File: config.mk
export PLATFORM = sky130hd
export DESIGN_NAME = dcd_ctrl
export DESIGN_NICKNAME = d
export VERILOG_FILES = /design/src/dcd_pkg.sv /design/src/dcd_ctrl.sv
export SDC_FILE = /design/constraint.sdc
export NUM_CORES = 1
export LEC_CHECK = 0
export ABC_AREA = 1
export ABC_CLOCK_PERIOD_IN_PS = 5000
export BUFFER_PORTS_ARGS = -buffer_cell sky130_fd_sc_hd__buf_2
export CAP_MARGIN = 40
export CORE_MARGIN = 2
export CORE_UTILIZATION = 61
export DETAILED_ROUTE_END_ITERATION = 10
export PLACE_DENSITY = 0.85
export SKIP_LAST_GASP = 1
export SYNTH_ARGS = -nofsm -noshare
export SYNTH_HDL_FRONTEND = slang
export SYNTH_SLANG_ARGS = --single-unit
File: constraint.sdc
create_clock -name CLK_I -period 5 [get_ports CLK_I]
set_input_delay 0.25 -clock CLK_I [delete_from_list [all_inputs] [get_ports CLK_I]]
set_output_delay 0.25 -clock CLK_I [all_outputs]
set_load 0.02 [all_outputs]
File: src/dcd_pkg.sv
// Purpose: constants and types for the host-side command sequencer
// Assumes: 50 MHz clock, four banks, x16 memory, burst length four
// Notes:   timing counts are cycles at the 20 ns clock
// Notes on behaviour
// - bank address picks mode or extended mode register on mrs.
// - mode register commands only with every bank precharged.
// - power-down does no refresh; exit in time for refresh interval.
// - power-down entry and exit each take one extra clock.
// - never drive a combination the command table does not list.
// - after self refresh exit only nop until non-read exit time passes.
// - after self refresh exit hold reads until read exit time passes.
// - self refresh entered only with every bank idle.
// - no low-power entry while rd, wr, mrs or precharge in progress.
// - each cke level held at least the minimum cke pulse time.
// - cke stays high during off-chip driver calibration.
// - termination input driven to a defined level in power-down.
// - data mask applies to write beats only, one per beat.
// - no write with auto precharge when clock period below 1.875 ns.
// - ba0 low, ba1 high selects second extended mode register.
// - both bank address lines high select third extended mode register.
package dcd_pkg;
    localparam int NBANK       = 4;
    localparam int ROW_W       = 13;
    localparam int CLK_PS      = 20000;
    localparam int WRAP_MIN_PS = 1875;
    localparam int A10_POS     = 10;
    // command timing figures, in ns; xsrd, cke and burst figures in clock cycles
    localparam int T_MRD_NS    = 30;
    localparam int T_RP_NS     = 15;
    localparam int T_RFC_NS    = 128;
    localparam int T_XSNR_NS   = 138;
    localparam int T_XSRD_CK   = 200;
    localparam int T_CKE_CK    = 3;
    localparam int T_BURST_CK  = 2;
    localparam int CLK_NS      = 20;
    localparam int MRD_CK  = (T_MRD_NS + CLK_NS - 1) / CLK_NS;
    localparam int RP_CK   = (T_RP_NS + CLK_NS - 1) / CLK_NS;
    localparam int RFC_CK  = (T_RFC_NS + CLK_NS - 1) / CLK_NS;
    localparam int XSNR_CK = (T_XSNR_NS + CLK_NS - 1) / CLK_NS;
    localparam logic [7:0] RESET_WAIT = 8'h00;

    typedef enum logic [3:0] {
        CMD_NOP, CMD_MRS, CMD_REF, CMD_ACT, CMD_RD, CMD_WR,
        CMD_PRE, CMD_PD_ENTER, CMD_PD_EXIT, CMD_SR_ENTER, CMD_SR_EXIT,
        CMD_DESEL
    } dcd_cmd_t;

    // request from the user side
    typedef struct packed {
        dcd_cmd_t          cmd;
        logic [1:0]        bank;
        logic [ROW_W-1:0]  addr;
        logic              auto_pre;
        logic              all_banks;
        logic              ocd_mode;
    } dcd_req_t;

    // memory pin bundle, all driven from flip-flops
    typedef struct packed {
        logic              cke;
        logic              cs_n;
        logic              ras_n;
        logic              cas_n;
        logic              we_n;
        logic [1:0]        ba;
        logic [ROW_W-1:0]  a;
        logic              odt;
    } dcd_pins_t;

    // ras, cas, we encoding for cs low
    localparam logic [2:0] ENC_MRS = 3'h0;
    localparam logic [2:0] ENC_REF = 3'h1;
    localparam logic [2:0] ENC_PRE = 3'h2;
    localparam logic [2:0] ENC_ACT = 3'h3;
    localparam logic [2:0] ENC_WR  = 3'h4;
    localparam logic [2:0] ENC_RD  = 3'h5;
    localparam logic [2:0] ENC_NOP = 3'h7;
    localparam logic [1:0] BA_MR   = 2'h0;
    localparam logic [1:0] BA_EMR1 = 2'h1;
    localparam logic [1:0] BA_EMR2 = 2'h2;
    localparam logic [1:0] BA_EMR3 = 2'h3;
endpackage : dcd_pkg

File: src/dcd_ctrl.sv
// Purpose: host sequencer driving a four-bank ddr2 command bus
// Assumes: requests held until accepted; inputs synchronous to CLK_I
// Notes:   illegal requests are refused with a one-cycle error pulse
`timescale 1ns/100ps
module dcd_ctrl (
    // clock and reset
    input  wire logic             CLK_I,
    input  wire logic             ARST_N_I,
    // user request
    input  wire logic             REQ_VALID_I,
    input  dcd_pkg::dcd_req_t     REQ_I,
    input  wire logic             ODT_EN_I,
    input  wire logic             WR_MASK_I,
    output logic                  REQ_READY_O,
    output logic                  REQ_ERR_O,
    // memory pins
    output dcd_pkg::dcd_pins_t    PINS_O,
    output logic                  DM_O,
    // status
    output logic [3:0]            BANK_OPEN_O,
    output logic                  POWER_DOWN_O,
    output logic                  SELF_REF_O
);
    typedef enum logic [1:0] {ST_RUN, ST_PD, ST_SR} dcd_st_t;

    dcd_st_t            st_q;
    logic [3:0]         open_q;
    logic [7:0]         busy_q;
    logic [7:0]         cke_q;
    logic [7:0]         xsnr_q;
    logic [7:0]         xsrd_q;
    logic [1:0]         beat_q;
    logic               wrbeat_q;
    logic               ocd_q;
    dcd_pkg::dcd_pins_t pins_q;
    logic               dm_q;
    logic               take;
    logic               legal;
    dcd_pkg::dcd_cmd_t  c;

    // pins for one encoded command with cs low
    function automatic dcd_pkg::dcd_pins_t enc(
        input logic [2:0]                  rcw,
        input logic [1:0]                  ba,
        input logic [dcd_pkg::ROW_W-1:0]   a,
        input logic                        cke,
        input logic                        odt
    );
        dcd_pkg::dcd_pins_t p;
        p.cke   = cke;
        p.cs_n  = 1'b0;
        p.ras_n = rcw[2];
        p.cas_n = rcw[1];
        p.we_n  = rcw[0];
        p.ba    = ba;
        p.a     = a;
        p.odt   = odt;
        return p;
    endfunction : enc

    assign c = REQ_I.cmd;

    always_comb begin
        legal = 1'b0;
        case (st_q)
            ST_RUN: begin
                case (c)
                    dcd_pkg::CMD_NOP, dcd_pkg::CMD_DESEL:
                        legal = 1'b1;
                    dcd_pkg::CMD_MRS:
                        legal = (open_q == 4'h0);
                    dcd_pkg::CMD_REF:
                        legal = (open_q == 4'h0);
                    dcd_pkg::CMD_ACT:
                        legal = !open_q[REQ_I.bank];
                    dcd_pkg::CMD_RD:
                        legal = open_q[REQ_I.bank] && (xsrd_q == 8'h00);
                    dcd_pkg::CMD_WR:
                        legal = open_q[REQ_I.bank] && !(REQ_I.auto_pre &&
                                dcd_pkg::CLK_PS < dcd_pkg::WRAP_MIN_PS);
                    dcd_pkg::CMD_PRE:
                        legal = 1'b1;
                    dcd_pkg::CMD_PD_ENTER:
                        legal = !ocd_q;
                    dcd_pkg::CMD_SR_ENTER:
                        legal = (open_q == 4'h0) && !ocd_q;
                    default:
                        legal = 1'b0;
                endcase
            end
            ST_PD:
                legal = (c == dcd_pkg::CMD_PD_EXIT);
            ST_SR:
                legal = (c == dcd_pkg::CMD_SR_EXIT);
            default:
                legal = 1'b0;
        endcase
    end

    // stall rules
    // no command may ride on the cke rise that follows reset
    assign REQ_READY_O = (busy_q == 8'h00) && (beat_q == 2'h0) &&
                         (xsnr_q == 8'h00) && (cke_q == 8'h00) &&
                         (pins_q.cke || st_q != ST_RUN);
    assign take = REQ_VALID_I && REQ_READY_O && legal;

    always_ff @(posedge CLK_I or negedge ARST_N_I) begin
        if (!ARST_N_I) begin
            REQ_ERR_O <= 1'b0;
        end else begin
            REQ_ERR_O <= REQ_VALID_I && REQ_READY_O && !legal;
        end
    end

    // pin drive
    always_ff @(posedge CLK_I or negedge ARST_N_I) begin
        if (!ARST_N_I) begin
            pins_q <= '{cke: 1'b0, cs_n: 1'b1, ras_n: 1'b1, cas_n: 1'b1,
                        we_n: 1'b1, ba: 2'h0, a: '0, odt: 1'b0};
        end else begin
            // default nop keeps cke, odt defined in power-down
            pins_q <= enc(dcd_pkg::ENC_NOP, 2'h0, '0, pins_q.cke,
                          ODT_EN_I && st_q != ST_SR);
            if (st_q == ST_RUN && !take) begin
                pins_q.cke <= 1'b1;
            end
            if (take) begin
                case (c)
                    dcd_pkg::CMD_MRS:
                        pins_q <= enc(dcd_pkg::ENC_MRS, REQ_I.bank,
                                      REQ_I.addr, 1'b1, ODT_EN_I);
                    dcd_pkg::CMD_REF:
                        pins_q <= enc(dcd_pkg::ENC_REF, 2'h0, '0, 1'b1,
                                      ODT_EN_I);
                    dcd_pkg::CMD_ACT:
                        pins_q <= enc(dcd_pkg::ENC_ACT, REQ_I.bank,
                                      REQ_I.addr, 1'b1, ODT_EN_I);
                    dcd_pkg::CMD_RD, dcd_pkg::CMD_WR: begin
                        pins_q <= enc(c == dcd_pkg::CMD_RD ? dcd_pkg::ENC_RD
                                      : dcd_pkg::ENC_WR, REQ_I.bank,
                                      REQ_I.addr, 1'b1, ODT_EN_I);
                        pins_q.a[dcd_pkg::A10_POS] <= REQ_I.auto_pre;
                    end
                    dcd_pkg::CMD_PRE: begin
                        pins_q <= enc(dcd_pkg::ENC_PRE, REQ_I.bank, '0,
                                      1'b1, ODT_EN_I);
                        pins_q.a[dcd_pkg::A10_POS] <= REQ_I.all_banks;
                    end
                    // cke falls with nop, odt held
                    dcd_pkg::CMD_PD_ENTER:
                        pins_q <= enc(dcd_pkg::ENC_NOP, 2'h0, '0, 1'b0,
                                      ODT_EN_I);
                    dcd_pkg::CMD_SR_ENTER:
                        pins_q <= enc(dcd_pkg::ENC_REF, 2'h0, '0, 1'b0,
                                      1'b0);
                    dcd_pkg::CMD_PD_EXIT, dcd_pkg::CMD_SR_EXIT:
                        pins_q <= enc(dcd_pkg::ENC_NOP, 2'h0, '0, 1'b1,
                                      1'b0);
                    dcd_pkg::CMD_DESEL:
                        pins_q.cs_n <= 1'b1;
                    default:
                        pins_q <= pins_q;
                endcase
            end
        end
    end

    // low-power state
    always_ff @(posedge CLK_I or negedge ARST_N_I) begin
        if (!ARST_N_I) begin
            st_q <= ST_RUN;
        end else if (take) begin
            case (c)
                dcd_pkg::CMD_PD_ENTER: st_q <= ST_PD;
                dcd_pkg::CMD_SR_ENTER: st_q <= ST_SR;
                dcd_pkg::CMD_PD_EXIT,
                dcd_pkg::CMD_SR_EXIT:  st_q <= ST_RUN;
                default:               st_q <= st_q;
            endcase
        end
    end

    // bank tracking; auto precharge closes the bank in the cycle the read or write is taken
    always_ff @(posedge CLK_I or negedge ARST_N_I) begin
        if (!ARST_N_I) begin
            open_q <= 4'h0;
        end else if (take) begin
            if (c == dcd_pkg::CMD_ACT) begin
                open_q[REQ_I.bank] <= 1'b1;
            end else if (c == dcd_pkg::CMD_PRE) begin
                if (REQ_I.all_banks) begin
                    open_q <= 4'h0;
                end else begin
                    open_q[REQ_I.bank] <= 1'b0;
                end
            end else if ((c == dcd_pkg::CMD_RD || c == dcd_pkg::CMD_WR) &&
                         REQ_I.auto_pre) begin
                open_q[REQ_I.bank] <= 1'b0;
            end
        end
    end

    // operation timers; ocd mode latched from mrs to emr1
    always_ff @(posedge CLK_I or negedge ARST_N_I) begin
        if (!ARST_N_I) begin
            busy_q <= 8'h00;
            ocd_q  <= 1'b0;
        end else if (take) begin
            case (c)
                dcd_pkg::CMD_MRS: busy_q <= 8'(dcd_pkg::MRD_CK);
                dcd_pkg::CMD_REF: busy_q <= 8'(dcd_pkg::RFC_CK);
                dcd_pkg::CMD_PRE: busy_q <= 8'(dcd_pkg::RP_CK);
                // one clock on entry and exit
                dcd_pkg::CMD_PD_ENTER,
                dcd_pkg::CMD_PD_EXIT: busy_q <= 8'h01;
                default:          busy_q <= 8'h00;
            endcase
            if (c == dcd_pkg::CMD_MRS && REQ_I.bank == dcd_pkg::BA_EMR1) begin
                ocd_q <= REQ_I.ocd_mode;
            end
        end else if (busy_q != 8'h00) begin
            busy_q <= busy_q - 8'h01;
        end
    end

    always_ff @(posedge CLK_I or negedge ARST_N_I) begin
        if (!ARST_N_I) begin
            beat_q   <= 2'h0;
            wrbeat_q <= 1'b0;
            dm_q     <= 1'b0;
        end else begin
            if (take && (c == dcd_pkg::CMD_RD || c == dcd_pkg::CMD_WR)) begin
                beat_q   <= 2'(dcd_pkg::T_BURST_CK);
                wrbeat_q <= (c == dcd_pkg::CMD_WR);
            end else if (beat_q != 2'h0) begin
                beat_q <= beat_q - 2'h1;
            end
            dm_q <= wrbeat_q && (beat_q != 2'h0) && WR_MASK_I;
        end
    end

    // cke pulse and self refresh exit timers
    always_ff @(posedge CLK_I or negedge ARST_N_I) begin
        if (!ARST_N_I) begin
            cke_q  <= 8'h00;
            xsnr_q <= 8'h00;
            xsrd_q <= 8'h00;
        end else begin
            if (take && (c == dcd_pkg::CMD_PD_ENTER ||
                         c == dcd_pkg::CMD_PD_EXIT ||
                         c == dcd_pkg::CMD_SR_ENTER ||
                         c == dcd_pkg::CMD_SR_EXIT)) begin
                cke_q <= 8'(dcd_pkg::T_CKE_CK);
            end else if (st_q == ST_RUN && !pins_q.cke) begin
                // cke rises after reset; that high time counts too
                cke_q <= 8'(dcd_pkg::T_CKE_CK);
            end else if (cke_q != 8'h00) begin
                cke_q <= cke_q - 8'h01;
            end
            if (take && c == dcd_pkg::CMD_SR_EXIT) begin
                xsnr_q <= 8'(dcd_pkg::XSNR_CK);
                xsrd_q <= 8'(dcd_pkg::T_XSRD_CK);
            end else begin
                if (xsnr_q != 8'h00) xsnr_q <= xsnr_q - 8'h01;
                if (xsrd_q != 8'h00) xsrd_q <= xsrd_q - 8'h01;
            end
        end
    end

    assign PINS_O       = pins_q;
    assign DM_O         = dm_q;
    assign BANK_OPEN_O  = open_q;
    assign POWER_DOWN_O = (st_q == ST_PD);
    assign SELF_REF_O   = (st_q == ST_SR);
endmodule : dcd_ctrl

==> summary.md <==
| Metric | Value |
|---|---|
| Status | `finished, final reports clean` |
| Rows | `28` |
| Fin. Hold Viols | `0` |
| # port buffers | `56` |
| RSZ-0062 raised after global routing | `false` |
| Final setup viols | `0` |
| First-pass GRT wire length | `13490 um` |
| Required time worst endpoint | `4.75 ns` |
| Layout cells sized above 1 | `0.2176` |
| Num ports | `57` |
| Mapped Nets | `512` |
| Cell area after placement | `0.004051 mm^2` |
| Dpl cells | `606` |
| Overflow after GRT | `0` |
| CTS Sinks | `65` |
| WS Path Type | `register to primary output` |
| Warnings from Yosys | `0` |
| Fillcell total | `456` |
| Reg clk slew, reported paths | `0.07 ns` |
| Synth cell count leaders | `nand2_1 (126), inv_1 (63), dfrtp_1 (61)` |
| Hold Crit Class | `primary input to asynchronous set/reset pin` |
| Slew Limit Fails | `0` |
| Clk Latency, worst-skew pair | `0.35 ns` |
| Total routing usage reported by global routing | `0.2649` |
| Die Y | `82.01 um` |
| Multi-input gate area | `0.001759 mm^2` |
| Synth Area per Inst | `7.766 um^2` |
| Worst-path fanout max | `7` |
| Post-synth ARST share | `1.000` |
| CTS max path bufs | `2` |
| Post-synth top area share | `0.4112` |
| Yosys reg bits | `65` |
| Post-synth EDFFs | `0` |
| Die ar. | `0.006726 mm^2` |
| Post-CTS sizing | `0` |
| DP HPWL | `6071 um` |
| Synth unique cells | `41` |
| Leading area contributor after synthesis | `dfrtp_1` |
| Vias | `3304` |
| Pre-CTS WS | `2.812 ns` |
| Pwr/cell area | `424.3 mW/mm^2` |
| Post-layout min period | `2.280 ns` |
| Final ANT Viol Nets | `0` |
| Vias in the first global route | `3081` |
| Setup Skew | `0.008557 ns` |
| Initial Utilization | `0.6307` |
| DRT Pass-1 Iters | `4` |
| Iteration-0 DRC Markers | `175` |
| Wire length per cell | `13.13 um` |
| Maximum VDD drop | `0.2684 mV` |
| Max-slew headroom | `0.4637` |
| P_leak | `2.279 nW` |
| Fin nets | `576` |
| Startpoint Class | `register` |
| Largest net degree at the start of global routing | `66` |
| Fin cells | `622` |
| Main flop type after synthesis | `dfrtp_1` |
| Mapped Area | `0.003712 mm^2` |
| Fmax achieved | `0.4385 GHz` |
| Detailed-route DRC error count | `0` |
| Reg area | `0.001632 mm^2` |
| Fin area | `0.004279 mm^2` |
| Initial antenna violation count | `0` |
| Post-CTS Setup Inserts | `0` |
| Mapped Cells | `478` |
| TNS Setup | `0 ns` |
| CTS H-tree depth | `3` |
| Setup WS post-layout | `2.720 ns` |
| CTS Hold Buffers Added | `0` |
| Die width | `82.01 um` |
| Max Cap Viol | `0` |
| Total core area | `0.005886 mm^2` |
| Worst slew pin tran | `0.8045 ns` |
| Routed vias/inst | `5.312` |
| Placer Congestion | `0.9027` |
| Crit end category | `primary output` |
| Root Buffer | `clkbuf_8` |
| Area growth from synthesis to layout | `15.27%` |
| CTS tree | `built` |
| Final Routed Wirelength | `8166 um` |
| Sequential share of the synthesized area | `0.4395` |
| CP arrival | `2.03 ns` |
| ANT cells | `0` |
| Count leader, synth | `nand2_1` |
| Ranking of synthesized cells by area | `dfrtp_1 (41%), nand2_1 (13%), inv_1 (6.4%)` |
| CTS Buf Count | `9` |
| Tcrit/Tclk final | `0.4561` |
## worst max-delay path, stage by stage, from the launching register on
cell	delay [ns]
dfrtp_1	0.39
inv_1	0.09
ha_1	0.17
nor3b_2	0.21
nand2_2	0.11
nor3_4	0.25
inv_2	0.14
nor2_1	0.15
buf_2	0.19
## cell families after synthesis
family	Yosys count	share of synthesized area
muxes	1	0.002696
adders and majority gates	7	0.02359
buffers and inverters	77	0.08662
AOI/OAI and AO/OA	57	0.08561
DFF	65	0.4395
and+or+nand+nor	253	0.3195
xor gates and xnor gates	18	0.04247
## placed cells by master (no fill, tap or decap), types with 4 or more instances in the layout
| master | n |
|---|---|
| dfrtp_1 | 61 |
| nand3_1 | 23 |
| inv_1 | 63 |
| inv_2 | 8 |
| nor2_2 | 9 |
| a21oi_1 | 9 |
| xnor2_1 | 5 |
| nand4_1 | 5 |
| dfstp_2 | 4 |
| nor3_1 | 8 |
| o21ai_0 | 35 |
| nor4_1 | 4 |
| clkbuf_8 | 10 |
| nor2_1 | 53 |
| nor2_4 | 4 |
| nand2_1 | 126 |
| ha_1 | 7 |
| xor2_1 | 13 |
| buf_2 | 56 |
| nand2_2 | 8 |
## flip-flops by register name, indices dropped and copies added (netlist names)
name	cells
xsnr_q	8
st_q	2
xsrd_q	8
BANK_OPEN_O	4
ocd_q	1
wrbeat_q	1
cke_q	8
beat_q	2
REQ_ERR_O	1
PINS_O	21
DM_O	1
busy_q	8
## stage by stage
stage,total power [W],hold WS [ns],utilization
2_1_floorplan,0.001173,-0.04559,-
4_1_cts,0.001820,0.08664,0.7270
5_1_grt,0.001950,0.08374,0.7270
6_report,0.001816,0.08005,0.7270
3_3_place_gp,0.001270,0.4492,0.6884
3_5_place_dp,0.001304,0.4535,0.6884
## routing by layer
| layer | part of all wire | routed length [um] | GRT usage | vias up |
|---|---|---|---|---|
| met1 | 0.45 | 3655 | 0.3388 | 1564 |
| met2 | 0.49 | 4002 | 0.4358 | 87 |
| li1 | - | - | - | 1642 |
| met4 | 0.011 | 88 | 0.07000 | 0 |
| met5 | 0 | 0 | 0 | - |
| met3 | 0.051 | 419 | 0.08352 | 11 |
## report_power, final
part           internal (W)  switching (W)
clock              0.000296       0.000218
sequential         0.000666       0.000123
combinational      0.000209       0.000304
total               0.00117       0.000645
## final cells by class
cell class	instances	share of cell area
clock buffer	10	0.03216
clock inverter	6	0.02105
inverter	73	0.06520
multi-input combinational	336	0.4111
sequential	65	0.3813
tap	75	0.02193
timing repair buffer	57	0.06725
## worst paths after layout
path	start	endpoint	slack, ns	cells past startpoint
worst min register to register	PINS_O[3]$_DFFE_PN0P_	PINS_O[3]$_DFFE_PN0P_	0.48	2
worst min-delay path	ARST_N_I	cke_q[5]$_DFFE_PN0P_	0.08	2
min in group CLK_I	REQ_I[11]	PINS_O[9]$_DFFE_PN0P_	0.09	3
worst max-delay path	cke_q[0]$_DFFE_PN0P_	REQ_READY_O	2.72	8
max in group asynchronous	ARST_N_I	PINS_O[1]$_DFFE_PN0P_	4.40	2
worst max register to register	xsnr_q[0]$_DFFE_PN0P_	xsrd_q[5]$_DFFE_PN0P_	2.78	13
No activity file was read; power rests on OpenSTA's default activity.
